**src/ebac_defs.svh**
```systemverilog
// constants for the external bus access control block
// assumes a 25 MHz clk and a single-word bus per access
`ifndef EBAC_DEFS_SVH
`define EBAC_DEFS_SVH

`define EBAC_ADDR_W         24
`define EBAC_DATA_W         32
`define EBAC_BANKS          4
// wait configuration word layout
`define EBAC_WM_LSB(b)      ((b) * 5)
`define EBAC_WS_LSB(b)      ((b) * 5 + 2)
`define EBAC_MP_WAIT_BIT    29
`define EBAC_WAIT_RESET     32'h21AD_6B5A
// wait mode encodings
`define EBAC_WM_ACK         2'h0
`define EBAC_WM_INT         2'h1
`define EBAC_WM_BOTH        2'h2
`define EBAC_WM_EITHER      2'h3
// register port offsets
`define EBAC_REG_WAIT       4'h0
`define EBAC_REG_STATUS     4'h4
`define EBAC_REG_CAPT       4'h8
// status word field positions
`define EBAC_ST_BUSY        0
`define EBAC_ST_SUSP        1
`define EBAC_ST_MASTER      2

`endif

```
**src/ebac_pkg.sv**
```systemverilog
// types shared by the external bus access control block
// assumes ebac_defs.svh is on the include path
`include "ebac_defs.svh"
package ebac_pkg;

  typedef struct packed {
    logic                    valid;
    logic                    write;
    logic                    cond_ok;
    logic                    mp_space;
    logic [1:0]              bank;
    logic [`EBAC_ADDR_W-1:0] addr;
    logic [`EBAC_DATA_W-1:0] wdata;
  } ebac_req_t;

  typedef struct packed {
    logic [`EBAC_ADDR_W-1:0] addr;
    logic [`EBAC_DATA_W-1:0] data_o;
    logic                    data_oe;
    logic                    addr_oe;
    logic [3:0]              bank_select_n;
    logic                    rd_n;
    logic                    wr_n;
    logic                    early_write_indicator_n;
    logic                    boot_select_n;
    logic [1:0]              dma_grant_n;
  } ebac_pins_t;

  typedef enum logic [1:0] {
    EBAC_IDLE,
    EBAC_ACCESS,
    EBAC_HALT
  } ebac_state_t;

endpackage : ebac_pkg

```
**src/ebac_ctrl.sv**
```systemverilog
// Functional notes
// - mode 11 ends access on ack or programmed count, either.
// - mode 00 ack only, 01 count only, 10 count and ack.
// - either mode ends at first high ack or count expiry.
// - multiprocessor space accesses complete on ack alone.
// - auto wait bit adds one wait state to mp space accesses.
// - auto wait enable sits at bit 29 of wait configuration.
// - as slave, drive ack low in first access cycle.
// - master with auto wait ignores ack in first mp cycle.
// - all processors share the same auto wait bit value.
// - suspend floats address, data, selects and strobes next cycle.
// - suspend during access aborts it, restarts after release.
// - suspend while idle stalls next access until after release.
// - release re-drives strobes after address, clears wait counter.
// - external accesses only while holding bus mastership; checked only on leaving idle, not on restart after suspend.
// - read drives address and bank select, held across same bank.
// - read strobe held through waits, data captured, then negated.
// - failed conditional read: address and select only.
// - write strobe and data through waits, then data released.
// - failed conditional write: address, select and early write pin only.
// - next access address and select presented next cycle.
//
// external bus master for banked asynchronous memory
// assumes core request held until req_done and inputs synchronous to clk
`timescale 1ns/1ps
`include "ebac_defs.svh"
module ebac_ctrl
  import ebac_pkg::*;
(
  input  wire logic                    clk,          // 25 MHz clock
  input  wire logic                    rst_n,        // async reset, low
  input  wire logic [3:0]              reg_addr,     // register offset
  input  wire logic [31:0]             reg_wdata,    // register write data
  input  wire logic                    reg_wr,       // write strobe
  input  wire logic                    reg_rd,       // read strobe
  output logic      [31:0]             reg_rdata,    // read data, next cycle
  input  wire ebac_req_t               req,          // core access request
  output logic                         req_done,     // access finished pulse
  output logic      [`EBAC_DATA_W-1:0] rdata,        // captured read data
  input  wire logic                    bus_master,   // holds bus mastership
  input  wire logic                    bus_suspend_n,// suspend request
  input  wire logic                    ack_in,       // acknowledge input
  input  wire logic [1:0]              dma_req,      // dma grant requests
  input  wire logic                    boot_access,  // boot space select
  input  wire logic [`EBAC_DATA_W-1:0] data_i,       // data pins in
  input  wire logic                    slave_hit,    // mp slave access seen
  output logic      [`EBAC_ADDR_W-1:0] addr_o,       // address pins
  output logic                         addr_oe,      // address/ctrl enable
  output logic      [`EBAC_DATA_W-1:0] data_o,       // data pins out
  output logic                         data_oe,      // data pins enable
  output logic      [3:0]              bank_select_n,// bank selects
  output logic                         rd_n,         // read strobe
  output logic                         wr_n,         // write strobe
  output logic                         early_write_indicator_n, // early wr
  output logic                         boot_select_n,// boot select
  output logic      [1:0]              dma_grant_n,  // dma grants
  output logic                         ack_o,        // slave ack out
  output logic                         ack_oe        // slave ack enable
);

  typedef struct packed {
    ebac_state_t             fsm;
    logic [31:0]             wait_cfg;
    logic                    susp;
    logic                    busy;
    logic                    started;
    ebac_pins_t              pins;
    logic [1:0]              last_bank;
    logic                    sel_held;
    logic [1:0]              grant_mem;
    logic                    done;
    logic [`EBAC_DATA_W-1:0] rdata;
    logic [31:0]             rd_data;
    logic                    slave_first;
    logic                    ack_o;
    logic                    ack_oe;
  } ctrl_state_t;

  ctrl_state_t st;
  ctrl_state_t next_st;

  logic [1:0] cur_mode;
  logic [2:0] cur_count;
  logic       wg_start;
  logic       wg_clear;
  logic       wg_run;
  logic       wg_done;
  logic       can_go;

  // bank fields picked by index
  assign cur_mode  = st.wait_cfg[`EBAC_WM_LSB(req.bank) +: 2];
  assign cur_count = st.wait_cfg[`EBAC_WS_LSB(req.bank) +: 3];

  ebac_wait_gen u_wait (
    .clk      (clk),
    .rst_n    (rst_n),
    .start    (wg_start),
    .clear    (wg_clear),
    .running  (wg_run),
    .mode     (cur_mode),
    .count    (cur_count),
    .mp_space (req.mp_space),
    .mp_wait  (st.wait_cfg[`EBAC_MP_WAIT_BIT]),
    .ack      (ack_in),
    .done     (wg_done)
  );

  always_comb begin
    next_st  = st;
    next_st.done = 1'b0;
    next_st.susp = !bus_suspend_n;
    // master only
    // done request still stands for one cycle; never start it twice
    can_go   = req.valid && bus_master && !st.susp && !st.done;
    wg_run   = (st.fsm == EBAC_ACCESS) && !st.susp;
    wg_clear = st.susp;
    wg_start = 1'b0;

    if (reg_wr && reg_addr == `EBAC_REG_WAIT)
      next_st.wait_cfg = reg_wdata;

    case (st.fsm)
      EBAC_IDLE: begin
        if (req.valid && bus_master && st.susp && !st.done) begin
          next_st.fsm = EBAC_HALT;
        end else if (can_go) begin
          wg_start    = 1'b1;
          next_st.fsm = EBAC_ACCESS;
        end
      end
      EBAC_ACCESS: begin
        if (st.susp) begin
          next_st.fsm = EBAC_HALT;
        end else if (wg_done) begin
          next_st.done = 1'b1;
          if (!req.write && req.cond_ok)
            next_st.rdata = data_i;
          next_st.fsm = EBAC_IDLE;
        end
      end
      EBAC_HALT: begin
        if (!st.susp) begin
          wg_start    = 1'b1;
          next_st.fsm = EBAC_ACCESS;
        end
      end
      default: next_st.fsm = EBAC_IDLE;
    endcase

    next_st.busy = (next_st.fsm != EBAC_IDLE);

    // pin image for the coming cycle
    next_st.pins.rd_n = 1'b1;
    next_st.pins.wr_n = 1'b1;
    next_st.pins.data_oe = 1'b0;
    next_st.pins.early_write_indicator_n = 1'b1;
    next_st.pins.boot_select_n = 1'b1;
    next_st.grant_mem = dma_req;
    if (next_st.fsm == EBAC_ACCESS) begin
      next_st.pins.addr = req.addr;
      next_st.pins.early_write_indicator_n = !req.write;
      next_st.last_bank = req.bank;
      next_st.sel_held  = 1'b1;
      if (boot_access) begin
        next_st.pins.boot_select_n = 1'b0;
        next_st.sel_held = 1'b0;
      end
      if (req.cond_ok) begin
        next_st.pins.rd_n = req.write;
        next_st.pins.wr_n = !req.write;
        next_st.pins.data_oe = req.write;
        next_st.pins.data_o = req.wdata;
      end
    end
    next_st.pins.bank_select_n = 4'hF;
    if (next_st.sel_held && next_st.fsm != EBAC_HALT)
      next_st.pins.bank_select_n[next_st.last_bank] = 1'b0;
    next_st.pins.dma_grant_n = ~next_st.grant_mem;
    next_st.pins.addr_oe = !next_st.susp;
    if (next_st.susp)
      next_st.pins.data_oe = 1'b0;

    // slave holds ack low first cycle
    // remembers the hit so ack stays high after the first cycle
    next_st.slave_first = slave_hit;
    next_st.ack_oe = slave_hit;
    next_st.ack_o  = !(slave_hit && !st.slave_first);

    next_st.rd_data = 32'h0;
    if (reg_rd) begin
      case (reg_addr)
        `EBAC_REG_WAIT:   next_st.rd_data = st.wait_cfg;
        `EBAC_REG_STATUS: begin
          next_st.rd_data[`EBAC_ST_BUSY]   = st.busy;
          next_st.rd_data[`EBAC_ST_SUSP]   = st.susp;
          next_st.rd_data[`EBAC_ST_MASTER] = bus_master;
        end
        `EBAC_REG_CAPT:   next_st.rd_data = st.rdata;
        default:          next_st.rd_data = 32'h0;
      endcase
    end
  end

  always_ff @(posedge clk or negedge rst_n) begin
    if (!rst_n) begin
      st          <= '0;
      st.fsm      <= EBAC_IDLE;
      st.wait_cfg <= `EBAC_WAIT_RESET;
      st.pins.rd_n <= 1'b1;
      st.pins.wr_n <= 1'b1;
      st.pins.early_write_indicator_n <= 1'b1;
      st.pins.boot_select_n <= 1'b1;
      st.pins.bank_select_n <= 4'hF;
      st.pins.dma_grant_n   <= 2'h3;
      st.ack_o    <= 1'b1;
    end else begin
      st <= next_st;
    end
  end

  // outputs straight from flops
  assign reg_rdata = st.rd_data;
  assign req_done  = st.done;
  assign rdata     = st.rdata;
  assign addr_o    = st.pins.addr;
  assign addr_oe   = st.pins.addr_oe;
  assign data_o    = st.pins.data_o;
  assign data_oe   = st.pins.data_oe;
  assign bank_select_n = st.pins.bank_select_n;
  assign rd_n      = st.pins.rd_n;
  assign wr_n      = st.pins.wr_n;
  assign early_write_indicator_n = st.pins.early_write_indicator_n;
  assign boot_select_n = st.pins.boot_select_n;
  assign dma_grant_n   = st.pins.dma_grant_n;
  assign ack_o     = st.ack_o;
  assign ack_oe    = st.ack_oe;

endmodule : ebac_ctrl

```
**src/ebac_wait_gen.sv**
```systemverilog
// wait count and completion decision for one external access
// assumes mode and count are stable while an access is running
`timescale 1ns/1ps
module ebac_wait_gen
  import ebac_pkg::*;
(
  input  wire logic       clk,       // bus clock
  input  wire logic       rst_n,     // async reset, active low
  input  wire logic       start,     // access begins next cycle
  input  wire logic       clear,     // held while suspended, aborts the count
  input  wire logic       running,   // access cycle in progress
  input  wire logic [1:0] mode,      // bank wait mode
  input  wire logic [2:0] count,     // programmed wait states
  input  wire logic       mp_space,  // multiprocessor space access
  input  wire logic       mp_wait,   // auto wait enable
  input  wire logic       ack,       // sampled acknowledge
  output logic            done       // access finishes this cycle
);

  typedef struct packed {
    logic [2:0] waited;
  } wg_state_t;

  wg_state_t st;
  wg_state_t next_st;
  logic      expired;
  logic      first;

  always_comb begin
    next_st = st;
    // 111 encodes zero wait states, count expired at once
    expired = (count == 3'h7) || (st.waited >= count);
    first   = (st.waited == 3'h0);
    if (!running) begin
      done = 1'b0;
    end else if (mp_space) begin
      done = ack && !(mp_wait && first);
    end else begin
      case (mode)
        `EBAC_WM_ACK:  done = ack;
        `EBAC_WM_INT:  done = expired;
        `EBAC_WM_BOTH: done = expired && ack;
        `EBAC_WM_EITHER: done = expired || ack;
        default: done = ack;
      endcase
    end
    if (clear || start)
      next_st.waited = 3'h0;
    else if (running && !done && st.waited != 3'h7)
      next_st.waited = st.waited + 3'h1;
  end

  always_ff @(posedge clk or negedge rst_n) begin
    if (!rst_n)
      st <= '0;
    else
      st <= next_st;
  end

endmodule : ebac_wait_gen

```
**config.mk**
```make
export PLATFORM = sky130hd
export DESIGN_NAME = ebac_ctrl
export DESIGN_NICKNAME = d
export VERILOG_FILES = /design/src/ebac_pkg.sv /design/src/ebac_ctrl.sv /design/src/ebac_wait_gen.sv
export VERILOG_INCLUDE_DIRS = /design/src
export SDC_FILE = /design/constraint.sdc
export NUM_CORES = 1
export LEC_CHECK = 0
export BUFFER_PORTS_ARGS = -buffer_cell sky130_fd_sc_hd__buf_2
export CORE_ASPECT_RATIO = 1.1
export CORE_UTILIZATION = 52
export CTS_BUF_LIST = sky130_fd_sc_hd__clkbuf_8
export DETAILED_ROUTE_END_ITERATION = 8
export PLACE_DENSITY = 0.93
export SYNTH_ARGS = -nofsm -noshare
export SYNTH_HDL_FRONTEND = slang
export SYNTH_HIERARCHICAL = 1
export SYNTH_SLANG_ARGS = --single-unit
```
**constraint.sdc**
```tcl
create_clock -name clk -period 4.5 [get_ports clk]
set_clock_uncertainty 0.2 [all_clocks]
set_input_delay 0.45 -clock clk [delete_from_list [all_inputs] [get_ports clk]]
set_output_delay 0.45 -clock clk [all_outputs]
set_load 0.01 [all_outputs]
```
# ---- Word level (Yosys, flattened, before mapping)
# Index checks and enable logic that the tools add are counted.
dict set report op_classes {
  n_bitwise 3
  reduce_logical 35
  addsub 2
  eq_ne 11
  shifts 2
  n_lt_le_gt_ge 3
  mul 1
  muxes 32
}
# cell n
set ops {}
lappend ops {{2-to-1 mux 33 bit} 3}
lappend ops {{2-to-1 mux 32 bit} 2}
lappend ops {{one-hot mux 29 bit (2 select lines)} 1}
lappend ops {{indexed part select 32 x 6 -> 2 bit} 1}
lappend ops {{indexed part select 32 x 7 -> 3 bit} 1}
lappend ops {{logical AND 1 bit} 16}
lappend ops {{2-to-1 mux 2 bit} 6}
lappend ops {{2-to-1 mux 1 bit} 10}
lappend ops {{2-to-1 mux 3 bit} 3}
lappend ops {{one-hot mux 3 bit (3 select lines)} 1}
lappend ops {{zero test 1 bit} 8}
lappend ops {{2-to-1 mux 4 bit} 2}
lappend ops {{adder 5 x 2 -> 6 bit, second input constant} 1}
lappend ops {{== test 2 x 1 -> 1 bit, second input constant} 3}
lappend ops {{== test 2 bit, second input constant} 3}
lappend ops {{one-hot mux 2 bit (3 select lines)} 1}
lappend ops {{multiplier 2 x 3 -> 5 bit, second input constant} 1}
lappend ops {{== test 4 x 3 -> 1 bit, second input constant} 1}
lappend ops {{== test 4 bit, second input constant} 1}
lappend ops {{zero test 2 bit} 2}
lappend ops {{zero test 4 bit} 1}
lappend ops {{NOT 4 bit} 1}
lappend ops {{one-hot mux 1 bit (4 select lines)} 1}
lappend ops {{AND reduction 4 bit} 1}
lappend ops {{15 further kinds} 18}
dict set report word_totals {
  inputBits 141
  elab_cells 111
  out_inout_bits 135
  reg_bits 177
}

# ---- Logic depth before layout (Yosys ltp)
dict set report depth {
  depth_word 20
  ltp_mapped 15
}

# ---- Cells and area by module
# The synthesis kept the hierarchy.
# module seq_area_each_um2 cells_per_inst instances area_per_inst_um2
set modules_own_cells {}
lappend modules_own_cells {ebac_ctrl 4388.0 570 1 7801.2}
lappend modules_own_cells {ebac_wait_gen 75.1 40 1 336.6}

# ---- Worst setup path before layout
# No wires, ideal clock.
dict set report synth_path {
  kind {input to register}
  from {input port req[56] in the netlist's numbering}
  to {register st (netlist bit data_o[10])}
  required_time_ps 4175
  setup_slack_ps 843
  setup_ps 125
  t_arrival_ps 3332
  cell_stages 14
  cell_sequence {clkbuf_1 > mux4_2 > ha_1 > nor3b_1 > nor2_1 > o21ai_0 > a21oi_1 > o21ai_0 > o311a_1 > buf_6 > and2_4 > buf_6 > buf_6 > mux2_4}
}
dict set report synth_via {
  elab_chain_len 14
  word_cells_on_any_way 21
}
# item line
set synth_rtl {}
lappend synth_rtl {{start, declared} ebac_ctrl.sv:37} ;# input wire ebac_req_t req,
lappend synth_rtl {{multiplier 2 x 3 -> 5 bit (no line) *} n/a}
lappend synth_rtl {{adder 5 x 2 -> 6 bit (no line) *} n/a}
lappend synth_rtl {{indexed part select 32 x 7 -> 3 bit *} ebac_ctrl.sv:92} ;# assign cur_count = st.wait_cfg[`EBAC_WS_LSB(req.bank) +: 3];
lappend synth_rtl {{net cur_count[0]} ebac_ctrl.sv:83} ;# logic [2:0] cur_count;
lappend synth_rtl {{>= comparator 3 bit or == test 3 bit (tied branches)} ebac_wait_gen.sv:32} ;# expired = (count == 3'h7) || (st.waited >= count);
lappend synth_rtl {{logical OR 1 bit *} ebac_wait_gen.sv:32}
lappend synth_rtl {{logical OR 1 bit or logical AND 1 bit (tied branches)} {ebac_wait_gen.sv:43, ebac_wait_gen.sv:42}}
lappend synth_rtl {{one-hot mux 1 bit (4 select lines) *} ebac_wait_gen.sv:39} ;# case (mode)
lappend synth_rtl {{2-to-1 mux 1 bit *} ebac_wait_gen.sv:36} ;# end else if (mp_space) begin
lappend synth_rtl {{2-to-1 mux 1 bit *} ebac_wait_gen.sv:34} ;# if (!running) begin
lappend synth_rtl {{net wg_done} ebac_ctrl.sv:87} ;# logic wg_done;
lappend synth_rtl {{2-to-1 mux 2 bit *} ebac_ctrl.sv:134} ;# end else if (wg_done) begin
lappend synth_rtl {{2-to-1 mux 2 bit *} ebac_ctrl.sv:132} ;# if (st.susp) begin
lappend synth_rtl {{one-hot mux 2 bit (3 select lines) *} ebac_ctrl.sv:122} ;# case (st.fsm)
lappend synth_rtl {{== test 2 x 1 -> 1 bit *} ebac_ctrl.sv:159} ;# if (next_st.fsm == EBAC_ACCESS) begin
lappend synth_rtl {{AND reduction 2 bit (no line) *} n/a}
lappend synth_rtl {{end signal, assigned} ebac_ctrl.sv:217} ;# st <= next_st;
lappend synth_rtl {{end, declared} ebac_ctrl.sv:79} ;# ctrl_state_t st;
# The timed path passes the listed nets; every way through them passes the cells marked *.
# A chain may end at the register's enable or synchronous reset.

# ---- Worst setup path after layout
dict set report layout_path {
  from {register st[156] in the netlist's numbering}
  to {register st (netlist bit data_o[3])}
}
dict set report layout_via {
  elab_chain_len 12
  word_cells_on_any_way 19
}
# item line
set layout_rtl {}
lappend layout_rtl {{indexed part select 32 x 7 -> 3 bit *} ebac_ctrl.sv:92}
lappend layout_rtl {{net cur_count[0]} ebac_ctrl.sv:83}
lappend layout_rtl {{>= comparator 3 bit or == test 3 bit (tied branches)} ebac_wait_gen.sv:32}
lappend layout_rtl {{logical OR 1 bit *} ebac_wait_gen.sv:32}
lappend layout_rtl {{logical OR 1 bit or logical AND 1 bit (tied branches)} {ebac_wait_gen.sv:43, ebac_wait_gen.sv:42}}
lappend layout_rtl {{one-hot mux 1 bit (4 select lines) *} ebac_wait_gen.sv:39}
lappend layout_rtl {{2-to-1 mux 1 bit *} ebac_wait_gen.sv:36}
lappend layout_rtl {{2-to-1 mux 1 bit *} ebac_wait_gen.sv:34}
lappend layout_rtl {{net wg_done} ebac_ctrl.sv:87}
lappend layout_rtl {{2-to-1 mux 2 bit *} ebac_ctrl.sv:134}
lappend layout_rtl {{2-to-1 mux 2 bit *} ebac_ctrl.sv:132}
lappend layout_rtl {{one-hot mux 2 bit (3 select lines) *} ebac_ctrl.sv:122}
lappend layout_rtl {{== test 2 x 1 -> 1 bit *} ebac_ctrl.sv:159}
lappend layout_rtl {{AND reduction 2 bit (no line) *} n/a}
# Marks and branches as above.

==> flow_metrics.tcl <==
set metrics [dict create \
    ys_seq_elements 177 \
    placementRows 47 \
    coreArea_um2 15200 \
    arrival_ns 3.70 \
    fin_area_um2 9570 \
    ir_worst_vdd_mv 0.276 \
    place_hpwl_um 12200 \
    synth.cell_area_um2 8140 \
    synth_compound_gate_area_share 0.0423 \
    clock_sinks 177 \
    finalSetupTns_ns 0 \
    worstPathMaxFanout 35 \
    initial_utilization 0.536 \
    holdPathStages 2 \
    synthXorXnorAreaFrac 0.00108 \
    drv_cap 0 \
    syn-num-nets 757 \
    fp.dieArea_um2 16200 \
    finalHoldViolations 0 \
    die-height_um 133 \
    grt.total_usage 0.211 \
    cp_common_cell "o21ai_0" \
    routed_wl_um 17300 \
    root_buffer "clkbuf_8" \
    synth_edf_count 0 \
    drc 0 \
    ios 276 \
    cp_slowest_stage_delay_ns 0.54 \
    timing.rr.start "st[156]$_DFFE_PN0P_" \
    cp-endpoint "data_o[3]$_DFFE_PN0P_" \
    async_reset_ff_frac 1.00 \
    cts-htree-levels 4 \
    routed_wire_length_per_instance_um 17.0 \
    r2r_slack_ns 0.92 \
    rsz0062_at_grt "false" \
    worstPathRequired_ns 4.62 \
    synthSimpleGateAreaFrac 0.0564 \
    dpl.cell_count 936 \
    slew_violations 0 \
    max_clock_freq_mhz 279 \
    worst_setup_path_end_kind "flip-flop" \
    overflow 0 \
    timing.final.crit_share 0.796 \
    path_buf_inv 0 \
    antenna_left 0 \
    grt_max_degree 112 \
    total_leakage_power_uw 0.00483 \
    startpoint_type "flip-flop" \
    r2r_end "data_o[3]$_DFFE_PN0P_" \
    r2r_cells 10 \
    detail_route.first_pass.iterations 4 \
    placed_area_um2 8750 \
    avgViaCountPerCell 5.10 \
    synth_fa_ha_area_frac 0.00923 \
    cts_setup_buffers 0 \
    finalSetupViolCount 0 \
    gp_congestion 0.803 \
    synthMuxAreaShare 0.202 \
    avgSynthCellArea_um2 13.3 \
    slew_headroom 0.328 \
    dr_total_vias 5164 \
    outcome "finished clean" \
    clk_pin_slew_worst_paths_ns 0.09 \
    min_path_type "in2reg" \
    synthToLayoutAreaGrowth_pct 17.6 \
    min_period_ns 3.58 \
    synth.distinct_cells 40 \
    cpMaxStageDelayCell "and2_4" \
    path_cells "mux4_2 > ha_1 > nor3b_1 > nor2_1 > o21ai_0 > a21oi_1 > o21ai_0 > o311a_1 > and2_4 > mux2_2" \
    cts_tree "yes" \
    whs_ns 0.0349 \
    power_density_nw_per_um2 406 \
    cp-startpoint "st[156]$_DFFE_PN0P_" \
    ys.flop_type "dfrtp_1" \
    grt_pass1_vias 5341 \
    finalNonFillerCells 1013 \
    finalPower_uw 3880 \
    grt_pass1_wl_um 26000 \
    fin_nets 951 \
    drive_gt1_frac 0.574 \
    yosysWarningCount 6 \
    cp_top_family "simple AND/OR/NAND/NOR gates" \
    synthCells 610 \
    drtIter0Drc 167 \
    tightest_slew_ns 1.01 \
    io_buffers 275 \
    fp.dieW_um 121 \
    clockBufferDepth 2 \
    clk_latency_ns 0.44 \
    criticalPathCategory "reg2reg" \
    grt_antenna_before_repair 0 \
    numCtsBuffers 17 \
    cp.depth 10 \
    diodes 0 \
    synth_top_family_by_area "multiplexers" \
    ys_seq_area_frac 0.548 \
]
-- timing repair --
item | 4_1_cts | 5_1_grt
gates resized for setup | 0 | 0
endpoints found under the hold margin | 94 | 38
hold buffers | 7 | 38
-- sequential cells by signal (all words and copies together) (netlist names), 2 cells and up --
signal	count
reg_rdata	32
bank_select_n	4
st	38
addr_o	24
data_o	32
u_wait/st	3
dma_grant_n	2
rdata	32
-- stage by stage --
stage / setup WS [ns] / utilization
floorplan: 0.843 / -
finish: 0.919 / 0.631
global route: 0.836 / 0.631
global placement: 0.757 / 0.577
CTS: 0.970 / 0.606
detailed placement: 0.610 / 0.577
-- cell type report --
class,instances,area (µm²)
fill,1176,5600
sequential,177,4460
tap,196,245
clock buffer,20,275
timing repair buffer,327,1900
clock inverter,12,93.8
inverter,13,48.8
multi-input combinational,268,2550
-- layer usage --
metal	wire, µm	track usage	vias to the layer above
met1	6670	0.237	2569
met4	498	0.0885	0
met3	1120	0.0685	35
li1	-	-	2347
met5	0	0	-
met2	8970	0.367	213
-- synth_stat cells (2+ instances only) --
cell / count / area, µm²
a21oi_1: 5 / 25.0
a22oi_1: 29 / 218
a31oi_1: 5 / 31.3
and3_1: 3 / 18.8
and3b_1: 2 / 17.5
buf_1: 4 / 15.0
buf_2: 9 / 45.0
buf_4: 126 / 946
buf_6: 5 / 56.3
clkbuf_1: 8 / 30.0
dfrtp_1: 150 / 3750
dfstp_2: 27 / 709
ha_1: 6 / 75.1
inv_1: 13 / 48.8
mux2_2: 94 / 1060
mux2_4: 27 / 405
mux2i_1: 7 / 70.1
mux4_2: 5 / 113
nand2_1: 14 / 52.6
nand2b_1: 2 / 12.5
nor2_1: 13 / 48.8
nor2b_1: 31 / 194
nor3b_1: 2 / 15.0
nor4_1: 2 / 12.5
o21ai_0: 6 / 30.0
-- power breakdown --
part | total (µW) | internal [µW] | leakage, µW | switching [µW]
clock network | 1010 | 475 | 0.000198 | 540
logic | 836 | 470 | 0.00242 | 366
registers | 2030 | 1870 | 0.00221 | 159
total | 3880 | 2820 | 0.00483 | 1060
-- worst min path at each step --
stage / start / slack, ns / end
3_5_place_dp: st[71]$_DFF_PN0_ / 0.25 / bank_select_n[3]$_DFF_PN1_
4_1_cts: req[26] / 0.003 / data_o[26]$_DFFE_PN0P_
6_report: reg_wdata[12] / 0.03 / st[156]$_DFFE_PN0P_
3_3_place_gp: st[71]$_DFF_PN0_ / 0.23 / bank_select_n[3]$_DFF_PN1_
5_1_grt: data_i[7] / -0.003 / rdata[7]$_DFFE_PN0P_
2_1_floorplan: rst_n / -0.05 / ack_oe$_DFF_PN0_
-- cell usage in the layout, fill, tap and decap left out, types with 6 or more instances in the layout --
cell type      Yosys  final
nand2_1           14     14
nor2b_1           31     31
mux2_4            27     27
o21ai_0            6      6
dfrtp_1          150    150
dfstp_2           27     27
mux2_2            94     94
buf_2              9    274
nor2_1            13     13
dlygate4sd3_1      0     45
buf_4            126      6
mux2i_1            7      7
ha_1               6      6
a22oi_1           29     29
inv_1             13     16
clkbuf_8           0     20
-- cell families after synthesis --
kind of cell	after synthesis
buf+inv	165
mux	133
flops	177
fa+ha+maj	6
compound gates	49
xor+xnor	1
simple gates	79
Note: power is estimated with default switching activity, not from simulation.
